===== config.mk =====
export PLATFORM = sky130hd
export DESIGN_NAME = cip_io_ports
export DESIGN_NICKNAME = d
export VERILOG_FILES = /design/src/cip_pkg.sv /design/src/cip_port_pin.sv /design/src/cip_io_ports.sv
export SDC_FILE = /design/constraint.sdc
export NUM_CORES = 1
export LEC_CHECK = 0
export BUFFER_PORTS_ARGS = -buffer_cell sky130_fd_sc_hd__buf_2
export CAP_MARGIN = 30
export CORE_ASPECT_RATIO = 0.9
export CORE_MARGIN = 4
export CORE_UTILIZATION = 55
export CTS_CLUSTER_DIAMETER = 80
export CTS_CLUSTER_SIZE = 40
export DETAILED_ROUTE_END_ITERATION = 6
export GPL_TIMING_DRIVEN = 0
export PLACE_DENSITY_LB_ADDON = 0.05
export REMOVE_ABC_BUFFERS = 1
export SYNTH_ARGS = -nofsm -noshare
export SYNTH_HDL_FRONTEND = slang
export SYNTH_HIERARCHICAL = 1
export SYNTH_SLANG_ARGS = --single-unit

===== constraint.sdc =====
create_clock -name mclk_i -period 1.75 [get_ports mclk_i]
set_input_delay 0.35 -clock mclk_i [delete_from_list [all_inputs] [get_ports mclk_i]]
set_output_delay 0.35 -clock mclk_i [all_outputs]
set_load 0.1 [all_outputs]

===== src/cip_pkg.sv =====
// constants, register map and types for the configurable i/o ports
package cip_pkg;
  localparam int NPORTS = 4;
  localparam int PW = 8;

  // port indices
  localparam logic [1:0] PORT1 = 2'h0;
  localparam logic [1:0] PORT2 = 2'h1;
  localparam logic [1:0] PORT3 = 2'h2;
  localparam logic [1:0] PORT4 = 2'h3;

  // register address layout: addr[4:2] register kind, addr[1:0] port
  localparam int ADDR_W = 8;
  localparam int KIND_LSB = 2;
  localparam logic [2:0] KIND_DATA_IN = 3'h0;
  localparam logic [2:0] KIND_DATA_OUT = 3'h1;
  localparam logic [2:0] KIND_DIR = 3'h2;
  localparam logic [2:0] KIND_DRIVE = 3'h3;
  localparam logic [2:0] KIND_FSEL = 3'h4;
  localparam logic [2:0] KIND_ENABLE_OUT = 3'h5;
  localparam logic [2:0] KIND_BUS_MODE = 3'h6;
  localparam logic [2:0] KIND_INPUT_CELL = 3'h7;

  // reset value of every configuration register
  localparam logic [7:0] CFG_RST = 8'h00;
  localparam logic [7:0] UNMAPPED_RD = 8'h00;

  // bus mode register field
  localparam int PERIPH_BIT = 7;
  localparam logic [7:0] BUS_MODE_MASK = 8'h80;

  // implemented bits per port
  localparam logic [7:0] PORT4_MASK = 8'h07;
  localparam logic [3:0] FSEL_PORTS = 4'h3;

  // drive select meaning per port
  localparam logic [7:0] OD_MASK_AB = 8'hf0;
  localparam logic [7:0] SLEW_MASK_AB = 8'h0f;
  localparam logic [7:0] OD_MASK_C = 8'hff;
  localparam logic [7:0] SLEW_MASK_C = 8'h00;
  localparam logic [7:0] OD_MASK_D = 8'h00;
  localparam logic [7:0] SLEW_MASK_D = 8'h07;

  // scan programming pins on the third port
  localparam logic [7:0] SCAN_PIN_MASK = 8'h0f;
  localparam int SCAN_OUT_PIN = 3;

  typedef enum logic [1:0] {
    CIP_BUS_MUX = 2'b00,
    CIP_BUS_NONMUX = 2'b01,
    CIP_BUS_VAR_A = 2'b10,
    CIP_BUS_PAGE = 2'b11
  } cip_bus_t;
endpackage


===== src/cip_port_pin.sv =====
// output path of one port: function mux, enable, drive style, override
`timescale 1ns/1ps
module cip_port_pin (
  input wire logic mclk_i,
  input wire logic nrst_i,
  input wire logic [7:0] data_out_i,
  input wire logic [7:0] dir_i,
  input wire logic [7:0] oe_term_i,
  input wire logic [7:0] alt_sel_i,
  input wire logic [7:0] alt_data_i,
  input wire logic [7:0] drive_i,
  input wire logic [7:0] od_mask_i,
  input wire logic [7:0] slew_mask_i,
  input wire logic [7:0] ovr_en_i,
  input wire logic [7:0] ovr_oe_i,
  input wire logic [7:0] ovr_data_i,
  output logic [7:0] pin_o,
  output logic [7:0] pin_oe_o,
  output logic [7:0] fast_slew_o
);
  logic [7:0] val_d;
  logic [7:0] en_d;
  logic [7:0] od_d;
  logic [7:0] oe_d;
  logic [7:0] out_d;

  always_comb begin
    val_d = (alt_sel_i & alt_data_i) | (~alt_sel_i & data_out_i);
    en_d = dir_i | oe_term_i;
    od_d = drive_i & od_mask_i;
    // open drain only pulls low here; the overrides below replace both enable and data
    oe_d = en_d & ~(od_d & val_d);
    out_d = val_d & ~od_d;
    oe_d = (ovr_en_i & ovr_oe_i) | (~ovr_en_i & oe_d);
    out_d = (ovr_en_i & ovr_data_i) | (~ovr_en_i & out_d);
  end

  always_ff @(posedge mclk_i or negedge nrst_i) begin
    if (!nrst_i) begin
      pin_o <= 8'h00;
      pin_oe_o <= 8'h00;
      fast_slew_o <= 8'h00;
    end else begin
      pin_o <= out_d;
      pin_oe_o <= oe_d;
      fast_slew_o <= drive_i & slew_mask_i;
    end
  end
endmodule


===== src/cip_io_ports.sv =====
// four configurable i/o ports with configuration registers and pin modes
`timescale 1ns/1ps
module cip_io_ports (
  input wire logic mclk_i,
  input wire logic nrst_i,
  // configuration register cycles
  input wire logic config_io_space_i,
  input wire logic cfg_rd_i,
  input wire logic cfg_wr_i,
  input wire logic [7:0] cfg_addr_i,
  input wire logic [7:0] cfg_wdata_i,
  output logic [7:0] cfg_rdata_o,
  // processor address and data lines
  input wire logic [15:0] cpu_addr_i,
  input wire logic address_latch_strobe_i,
  input wire logic [1:0] bus_type_i,
  input wire logic data_port_mode_i,
  input wire logic [7:0] cpu_data_i,
  input wire logic cpu_data_wr_i,
  output logic [7:0] cpu_data_o,
  // logic-array terms
  input wire logic periph_select_0_i,
  input wire logic periph_select_1_i,
  input wire logic [3:0][7:0] oe_term_i,
  input wire logic [3:0] ic_latch_en_i,
  input wire logic [3:0][7:0] decode_use_i,
  // scan programming
  input wire logic scan_select_equation_i,
  input wire logic scan_cfg_en_i,
  input wire logic scan_rt_en_i,
  input wire logic scan_out_i,
  input wire logic scan_out_en_i,
  output logic scan_active_o,
  output logic [7:0] scan_in_o,
  // pins
  input wire logic [3:0][7:0] pin_i,
  output logic [3:0][7:0] pin_o,
  output logic [3:0][7:0] pin_oe_o,
  output logic [3:0][7:0] pin_fast_slew_o,
  output logic [3:0][7:0] input_cell_o,
  output logic [3:0][7:0] addr_in_o
);
  logic [3:0][7:0] fsel_q;
  logic [3:0][7:0] dir_q;
  logic [3:0][7:0] drive_q;
  logic [3:0][7:0] dout_q;
  logic [7:0] bus_mode_q;
  logic [3:0][7:0] pin_s1_q;
  logic [3:0][7:0] pin_s2_q;
  logic [3:0][7:0] ic_q;
  logic [15:0] addr_lat_q;
  logic [7:0] rdata_q;
  logic [7:0] cpu_data_q;
  logic scan_active_q;
  logic [7:0] scan_in_q;
  logic [3:0][7:0] addr_in_q;

  logic wr_hit;
  logic rd_hit;
  logic [2:0] kind;
  logic [1:0] port;
  logic addr_ok;
  logic [3:0][7:0] alt_sel;
  logic [3:0][7:0] alt_data;
  logic [3:0][7:0] ovr_en;
  logic [3:0][7:0] ovr_oe;
  logic [3:0][7:0] ovr_data;
  logic periph_on;
  logic periph_sel;
  logic scan_on;
  logic [7:0] rd_val;

  // implemented bits of a register kind on a port
  function automatic logic [7:0] impl_mask(input logic [2:0] k, input logic [1:0] p);
    logic [7:0] m;
    m = (p == cip_pkg::PORT4) ? cip_pkg::PORT4_MASK : 8'hff;
    if (k == cip_pkg::KIND_FSEL && !cip_pkg::FSEL_PORTS[p]) begin
      m = 8'h00;
    end
    return m;
  endfunction

  // address nibbles offered to port one and two, with availability
  function automatic logic [15:0] route_addr(input logic [1:0] bt, input logic [15:0] a,
                                             input logic want_mask);
    logic [15:0] d;
    logic [15:0] m;
    d = 16'h0000;
    m = 16'h0000;
    unique case (cip_pkg::cip_bus_t'(bt))
      cip_pkg::CIP_BUS_MUX: begin
        d = {a[7:0], a[7:0]};
        m = 16'hffff;
      end
      cip_pkg::CIP_BUS_NONMUX: begin
        d = {a[7:0], 8'h00};
        m = 16'hff00;
      end
      cip_pkg::CIP_BUS_VAR_A: begin
        d = {4'h0, a[11:8], a[7:4], 4'h0};
        m = 16'h0ff0;
      end
      cip_pkg::CIP_BUS_PAGE: begin
        d = {a[15:12], a[11:8], 8'h00};
        m = 16'hff00;
      end
    endcase
    return want_mask ? m : d;
  endfunction

  assign kind = cfg_addr_i[cip_pkg::KIND_LSB +: 3];
  assign port = cfg_addr_i[1:0];
  assign addr_ok = (cfg_addr_i[7:5] == 3'h0) &&
                   ((kind != cip_pkg::KIND_BUS_MODE) || (port == cip_pkg::PORT1));
  assign wr_hit = config_io_space_i & cfg_wr_i & addr_ok;
  assign rd_hit = config_io_space_i & cfg_rd_i;

  // configuration registers
  always_ff @(posedge mclk_i or negedge nrst_i) begin
    if (!nrst_i) begin
      fsel_q <= {4{cip_pkg::CFG_RST}};
    end else if (wr_hit && kind == cip_pkg::KIND_FSEL) begin
      fsel_q[port] <= cfg_wdata_i & impl_mask(kind, port);
    end
  end

  always_ff @(posedge mclk_i or negedge nrst_i) begin
    if (!nrst_i) begin
      dir_q <= {4{cip_pkg::CFG_RST}};
    end else if (wr_hit && kind == cip_pkg::KIND_DIR) begin
      dir_q[port] <= cfg_wdata_i & impl_mask(kind, port);
    end
  end

  always_ff @(posedge mclk_i or negedge nrst_i) begin
    if (!nrst_i) begin
      drive_q <= {4{cip_pkg::CFG_RST}};
    end else if (wr_hit && kind == cip_pkg::KIND_DRIVE) begin
      drive_q[port] <= cfg_wdata_i & impl_mask(kind, port);
    end
  end

  always_ff @(posedge mclk_i or negedge nrst_i) begin
    if (!nrst_i) begin
      dout_q <= {4{cip_pkg::CFG_RST}};
    end else if (wr_hit && kind == cip_pkg::KIND_DATA_OUT) begin
      dout_q[port] <= cfg_wdata_i & impl_mask(kind, port);
    end
  end

  always_ff @(posedge mclk_i or negedge nrst_i) begin
    if (!nrst_i) begin
      bus_mode_q <= cip_pkg::CFG_RST;
    end else if (wr_hit && kind == cip_pkg::KIND_BUS_MODE) begin
      bus_mode_q <= cfg_wdata_i & cip_pkg::BUS_MODE_MASK;
    end
  end

  // pin synchroniser
  always_ff @(posedge mclk_i or negedge nrst_i) begin
    if (!nrst_i) begin
      pin_s1_q <= '0;
      pin_s2_q <= '0;
    end else begin
      pin_s1_q <= pin_i;
      pin_s2_q <= pin_s1_q;
    end
  end

  // latched processor address for address output mode
  always_ff @(posedge mclk_i or negedge nrst_i) begin
    if (!nrst_i) begin
      addr_lat_q <= 16'h0000;
    end else if (address_latch_strobe_i) begin
      addr_lat_q <= cpu_addr_i;
    end
  end

  // input cells: latched on the strobe or transparent
  always_ff @(posedge mclk_i or negedge nrst_i) begin
    if (!nrst_i) begin
      ic_q <= '0;
    end else begin
      for (int p = 0; p < cip_pkg::NPORTS; p++) begin
        if (!ic_latch_en_i[p] || address_latch_strobe_i) begin
          ic_q[p] <= pin_s2_q[p] & impl_mask(cip_pkg::KIND_INPUT_CELL, 2'(p));
        end
      end
    end
  end

  always_ff @(posedge mclk_i or negedge nrst_i) begin
    if (!nrst_i) begin
      addr_in_q <= '0;
    end else begin
      for (int p = 0; p < cip_pkg::NPORTS; p++) begin
        addr_in_q[p] <= ic_q[p] & decode_use_i[p];
      end
    end
  end

  // mode overrides on ports one and three
  assign periph_on = bus_mode_q[cip_pkg::PERIPH_BIT];
  assign periph_sel = periph_select_0_i | periph_select_1_i;
  assign scan_on = scan_select_equation_i | scan_cfg_en_i | scan_rt_en_i;

  always_comb begin
    ovr_en = '0;
    ovr_oe = '0;
    ovr_data = '0;
    if (data_port_mode_i) begin
      ovr_en[cip_pkg::PORT1] = 8'hff;
      ovr_oe[cip_pkg::PORT1] = {8{cpu_data_wr_i}};
      ovr_data[cip_pkg::PORT1] = cpu_data_i;
    end else if (periph_on) begin
      ovr_en[cip_pkg::PORT1] = 8'hff;
      ovr_oe[cip_pkg::PORT1] = {8{cpu_data_wr_i & periph_sel}};
      ovr_data[cip_pkg::PORT1] = cpu_data_i;
    end
    if (scan_on) begin
      ovr_en[cip_pkg::PORT3] = cip_pkg::SCAN_PIN_MASK;
      ovr_oe[cip_pkg::PORT3][cip_pkg::SCAN_OUT_PIN] = scan_out_en_i;
      ovr_data[cip_pkg::PORT3][cip_pkg::SCAN_OUT_PIN] = scan_out_i;
    end
  end

  // address output selection; the host must also set direction
  always_comb begin
    alt_sel = '0;
    alt_data = '0;
    {alt_data[cip_pkg::PORT2], alt_data[cip_pkg::PORT1]} =
      route_addr(bus_type_i, addr_lat_q, 1'b0);
    {alt_sel[cip_pkg::PORT2], alt_sel[cip_pkg::PORT1]} =
      route_addr(bus_type_i, addr_lat_q, 1'b1) &
      {fsel_q[cip_pkg::PORT2], fsel_q[cip_pkg::PORT1]};
  end

  // one output path per port; port four sees only its three enable terms
  for (genvar g = 0; g < cip_pkg::NPORTS; g++) begin : g_port
    cip_port_pin u_port (
      .mclk_i(mclk_i),
      .nrst_i(nrst_i),
      .data_out_i(dout_q[g]),
      .dir_i(dir_q[g]),
      .oe_term_i(oe_term_i[g] & impl_mask(cip_pkg::KIND_DIR, 2'(g))),
      .alt_sel_i(alt_sel[g]),
      .alt_data_i(alt_data[g]),
      .drive_i(drive_q[g]),
      .od_mask_i((g < 2) ? cip_pkg::OD_MASK_AB :
                 (g == 2) ? cip_pkg::OD_MASK_C : cip_pkg::OD_MASK_D),
      .slew_mask_i((g < 2) ? cip_pkg::SLEW_MASK_AB :
                   (g == 2) ? cip_pkg::SLEW_MASK_C : cip_pkg::SLEW_MASK_D),
      .ovr_en_i(ovr_en[g]),
      .ovr_oe_i(ovr_oe[g]),
      .ovr_data_i(ovr_data[g]),
      .pin_o(pin_o[g]),
      .pin_oe_o(pin_oe_o[g]),
      .fast_slew_o(pin_fast_slew_o[g])
    );
  end

  // register readback
  always_comb begin
    rd_val = cip_pkg::UNMAPPED_RD;
    if (addr_ok) begin
      unique case (kind)
        cip_pkg::KIND_DATA_IN: rd_val = pin_s2_q[port] & impl_mask(kind, port);
        cip_pkg::KIND_DATA_OUT: rd_val = dout_q[port];
        cip_pkg::KIND_DIR: rd_val = dir_q[port];
        cip_pkg::KIND_DRIVE: rd_val = drive_q[port];
        cip_pkg::KIND_FSEL: rd_val = fsel_q[port];
        cip_pkg::KIND_ENABLE_OUT: rd_val = pin_oe_o[port];
        cip_pkg::KIND_BUS_MODE: rd_val = bus_mode_q;
        cip_pkg::KIND_INPUT_CELL: rd_val = ic_q[port];
      endcase
    end
  end

  always_ff @(posedge mclk_i or negedge nrst_i) begin
    if (!nrst_i) begin
      rdata_q <= 8'h00;
    end else begin
      rdata_q <= rd_hit ? rd_val : 8'h00;
    end
  end

  // processor data lines from port one in data port mode, or in peripheral mode while a peripheral select term is set
  always_ff @(posedge mclk_i or negedge nrst_i) begin
    if (!nrst_i) begin
      cpu_data_q <= 8'h00;
    end else if (data_port_mode_i || (periph_on && periph_sel)) begin
      cpu_data_q <= pin_s2_q[cip_pkg::PORT1];
    end else begin
      cpu_data_q <= 8'h00;
    end
  end

  always_ff @(posedge mclk_i or negedge nrst_i) begin
    if (!nrst_i) begin
      scan_active_q <= 1'b0;
      scan_in_q <= 8'h00;
    end else begin
      scan_active_q <= scan_on;
      scan_in_q <= scan_on ? (pin_s2_q[cip_pkg::PORT3] & cip_pkg::SCAN_PIN_MASK) : 8'h00;
    end
  end

  assign cfg_rdata_o = rdata_q;
  assign cpu_data_o = cpu_data_q;
  assign scan_active_o = scan_active_q;
  assign scan_in_o = scan_in_q;
  assign input_cell_o = ic_q;
  assign addr_in_o = addr_in_q;
endmodule


==> qor.yml <==
cts_buffer_depth: 3
hpwl_um: 31100
initial_core_util: 0.557
grt_pass1_vias: 11700
nNetsFinal: 2004
dpl-instance-area_sq_um: 19100
final_util: 0.718
hp-start: "cpu_addr_i[6]"
routed_wl_um: 46500
fill_cells: 2084
async_reset_ff_frac: 1.00
outcome: "complete, but fails checks"
clkLatencyLatePin_ns: 0.55
root_buffer: "clkbuf_16"
netlist_area_sq_um: 16100
grt_pass1_wl_um: 69200
rsz0062_at_grt: "yes"
via_count: 11700
use_met1: 0.404
power_density_nw_per_um2: 858
hold_path.class: "input port to register"
path_clk_slew_ns: 0.14
grt.met2_usage: 0.464
critPathTopFamily: "multiplexers"
whs_endpoint: "addr_lat_q[6]$_DFFE_PN0P_"
worstSetupEndpointType: "register"
cp_data_arrival_time_ns: 2.16
syn_to_final_growth_pct: 28.8
yosysSeqAreaShare: 0.582
gr-total-overflow: 0
r2r-end: "cfg_rdata_o[4]$_DFF_PN0_"
criticalPathCategory: "register to register"
layout.cells.non_filler: 2255
ys_warn_count: 6
synth_seq_cells: 374
cp.required_ns: 2.13
crit_path_top_delay_cell: "mux4_2"
final_cell_mix: "373 x dfrtp_1, 269 x conb_1, 259 x buf_2"
ios: 342
grt_usage: 0.283
htree_num_levels: 1
maxCapViolCount: 0
switching_power_mw: 5.95
worst_r2r_path_depth: 5
grtUsageMet3: 0.0414
relSlewSlack: 0.305
synth-main-ff-cell: "dfrtp_1"
hold_viol: 0
combPwrFrac: 0.215
core_region_area_sq_um: 28900
timing.final.ws_setup_ns: -0.0314
r2r-start: "drive_q[28]$_DFFE_PN0P_"
die_h_um: 170
layout_commonest_cell: "dfrtp_1"
drt_iter0_markers: 868
port-buffer-count: 314
die_w_um: 188
ys_types: 54
p_leak_nw: 10.3
crit_chain: "mux4_2, mux2i_4, nor3_2, a221oi_2, a211oi_2"
r2r_slack_ns: -0.03
grt_busiest_layer: "met2"
wl_per_cell_um: 20.6
crit_fanout: 2
drc: 0
fmaxAchievable_mhz: 561
skew_ns: 0.0485
dr.pass1.iters: 5
setup_viol: 3
worstSetupStartpointType: "register"
fin_area_sq_um: 20700
cts.sinks: 374
cts_buffers: 15
p_int_mw: 11.8
ant_nets: 0
power_mw: 17.8
clkPwrFrac: 0.265
cts_tree: "done"
fp-row-count: 59
syn_avg_cell_area_sq_um: 13.3
seqPwrFrac: 0.520
max_slew.worst_pin.slew_ns: 1.04
synth_edf_count: 0
grt_max_degree: 126
hold_depth: 3
drive_above_1_share: 0.356
gp_congestion: 0.825
critical_path_buf_inv_count: 0
post-route-period-util: 1.02
dp.cells: 2142
dieArea_sq_um: 32000
syn_inst: 1207
swShare: 0.335
final.min_clock_period_ns: 1.78
drt-vias-per-instance: 5.20
peakVddDrop_mv: 1.20
failed_checks: "setup timing"
cp_slowest_stage_delay_ns: 0.50
finalMaxSlewViolations: 0
grt_antenna_before_repair: 4
routing by layer:
metal	vias to the layer above	routed length (um)
li1	5286	-
met2	459	22400
met1	5896	19800
met5	-	12
met3	77	2920
met4	2	1290
cell usage after synthesis (3+ instances only):
cell	n	area [sq um]
dfrtp_1	374	9360
mux2_2	131	1480
and2_1	90	563
nor2_1	76	285
nand2_1	63	236
a22o_1	56	490
nor2b_1	49	307
o21ai_0	41	205
a21oi_1	38	190
mux4_2	35	788
mux2i_1	30	300
mux2_4	28	420
nand3_2	28	280
clkbuf_1	23	86.3
buf_4	19	143
nand3_1	16	80.1
inv_1	11	41.3
nor2_4	10	113
buf_6	8	90.1
a22oi_1	7	52.6
and2_0	6	37.5
a311oi_1	5	43.8
a31oi_1	5	31.3
buf_2	5	25.0
nand2b_1	5	31.3
nor3_1	5	25.0
o22ai_1	4	25.0
and3_1	3	18.8
o211ai_1	3	22.5
final cells by class:
| class | count | area, sq um | area share |
|---|---|---|---|
| sequential | 374 | 9360 | 0.452 |
| multi-input combinational | 1032 | 7430 | 0.359 |
| timing repair buffer | 411 | 2850 | 0.138 |
| tap | 396 | 495 | 0.0239 |
| clock buffer | 18 | 407 | 0.0196 |
| clock inverter | 8 | 106 | 0.00513 |
| inverter | 13 | 57.6 | 0.00278 |
| antenna | 3 | 7.51 | 0.000362 |
how the worst max path moves through the flow:
stage	start	slack, ns	endpoint	cells past startpoint
6_report	drive_q[28]$_DFFE_PN0P_	-0.03	cfg_rdata_o[4]$_DFF_PN0_	5
3_5_place_dp	cfg_addr_i[3]	-1.72	dir_q[11]$_DFFE_PN0P_	6
4_1_cts	drive_q[28]$_DFFE_PN0P_	-0.07	cfg_rdata_o[4]$_DFF_PN0_	5
5_1_grt	drive_q[28]$_DFFE_PN0P_	-0.07	cfg_rdata_o[4]$_DFF_PN0_	5
2_1_floorplan	input_cell_o[23]$_DFFE_PN0P_	-0.48	cfg_rdata_o[7]$_DFF_PN0_	5
3_3_place_gp	nrst_i	-6.82	pin_s1_q[10]$_DFF_PN0_	1
what timing repair did:
action | CTS | global route
setup buffers | 33 | 6
gates resized for setup | 60 | 25
hold buffers | 39 | 2
pin swaps | 13 | 4
endpoints found under the hold margin | 75 | 2
endpoints found under the setup margin | 178 | 168
gates cloned | 2 | 1
flip-flops by register name (all words and copies together), names as in the netlist, 32 cells and up:
name	flops
g_port.u_port/pin_oe_o	32
fsel_q	32
dir_q	32
drive_q	32
g_port.u_port/fast_slew_o	32
g_port.u_port/pin_o	32
dout_q	32
power groups by stage:
stage	Combinational [mW]	Sequential [mW]	Clock [mW]
after CTS	3.76	9.24	4.81
after global routing	4.01	9.29	5.11
after global placement	3.50	9.40	0
final	3.82	9.24	4.71
after detailed placement	3.58	9.40	0
after floorplan	0.937	11.0	0
worst register-to-register path, stage by stage, from the launching register on:
cell      delay (ns)
dfrtp_1         0.42
mux4_2          0.50
mux2i_4         0.17
nor3_2          0.07
a221oi_2        0.33
a211oi_2        0.15
cells by family (layout without fill, tap and decap cells):
group,Yosys count,count (layout),share of synthesized area
buf+inv,68,450,0.0244
compound gates,176,176,0.0755
simple gates,361,361,0.129
flops,374,374,0.582
mux,226,226,0.189
other cells,2,272,0.000467
per-stage QoR:
| stage | TNS [ns] | hold WS [ns] | worst slack (ns) |
|---|---|---|---|
| 2_1_floorplan | -3.04 | 0.0544 | -0.480 |
| 3_3_place_gp | -2843.94 | 0.332 | -6.82 |
| 3_5_place_dp | -169.61 | 0.258 | -1.72 |
| 4_1_cts | -0.0760 | 0.00114 | -0.0714 |
| 5_1_grt | -0.0751 | 0.00686 | -0.0668 |
| 6_report | -0.0374 | 0.0120 | -0.0314 |
Note: power is estimated with default switching activity, not from simulation.
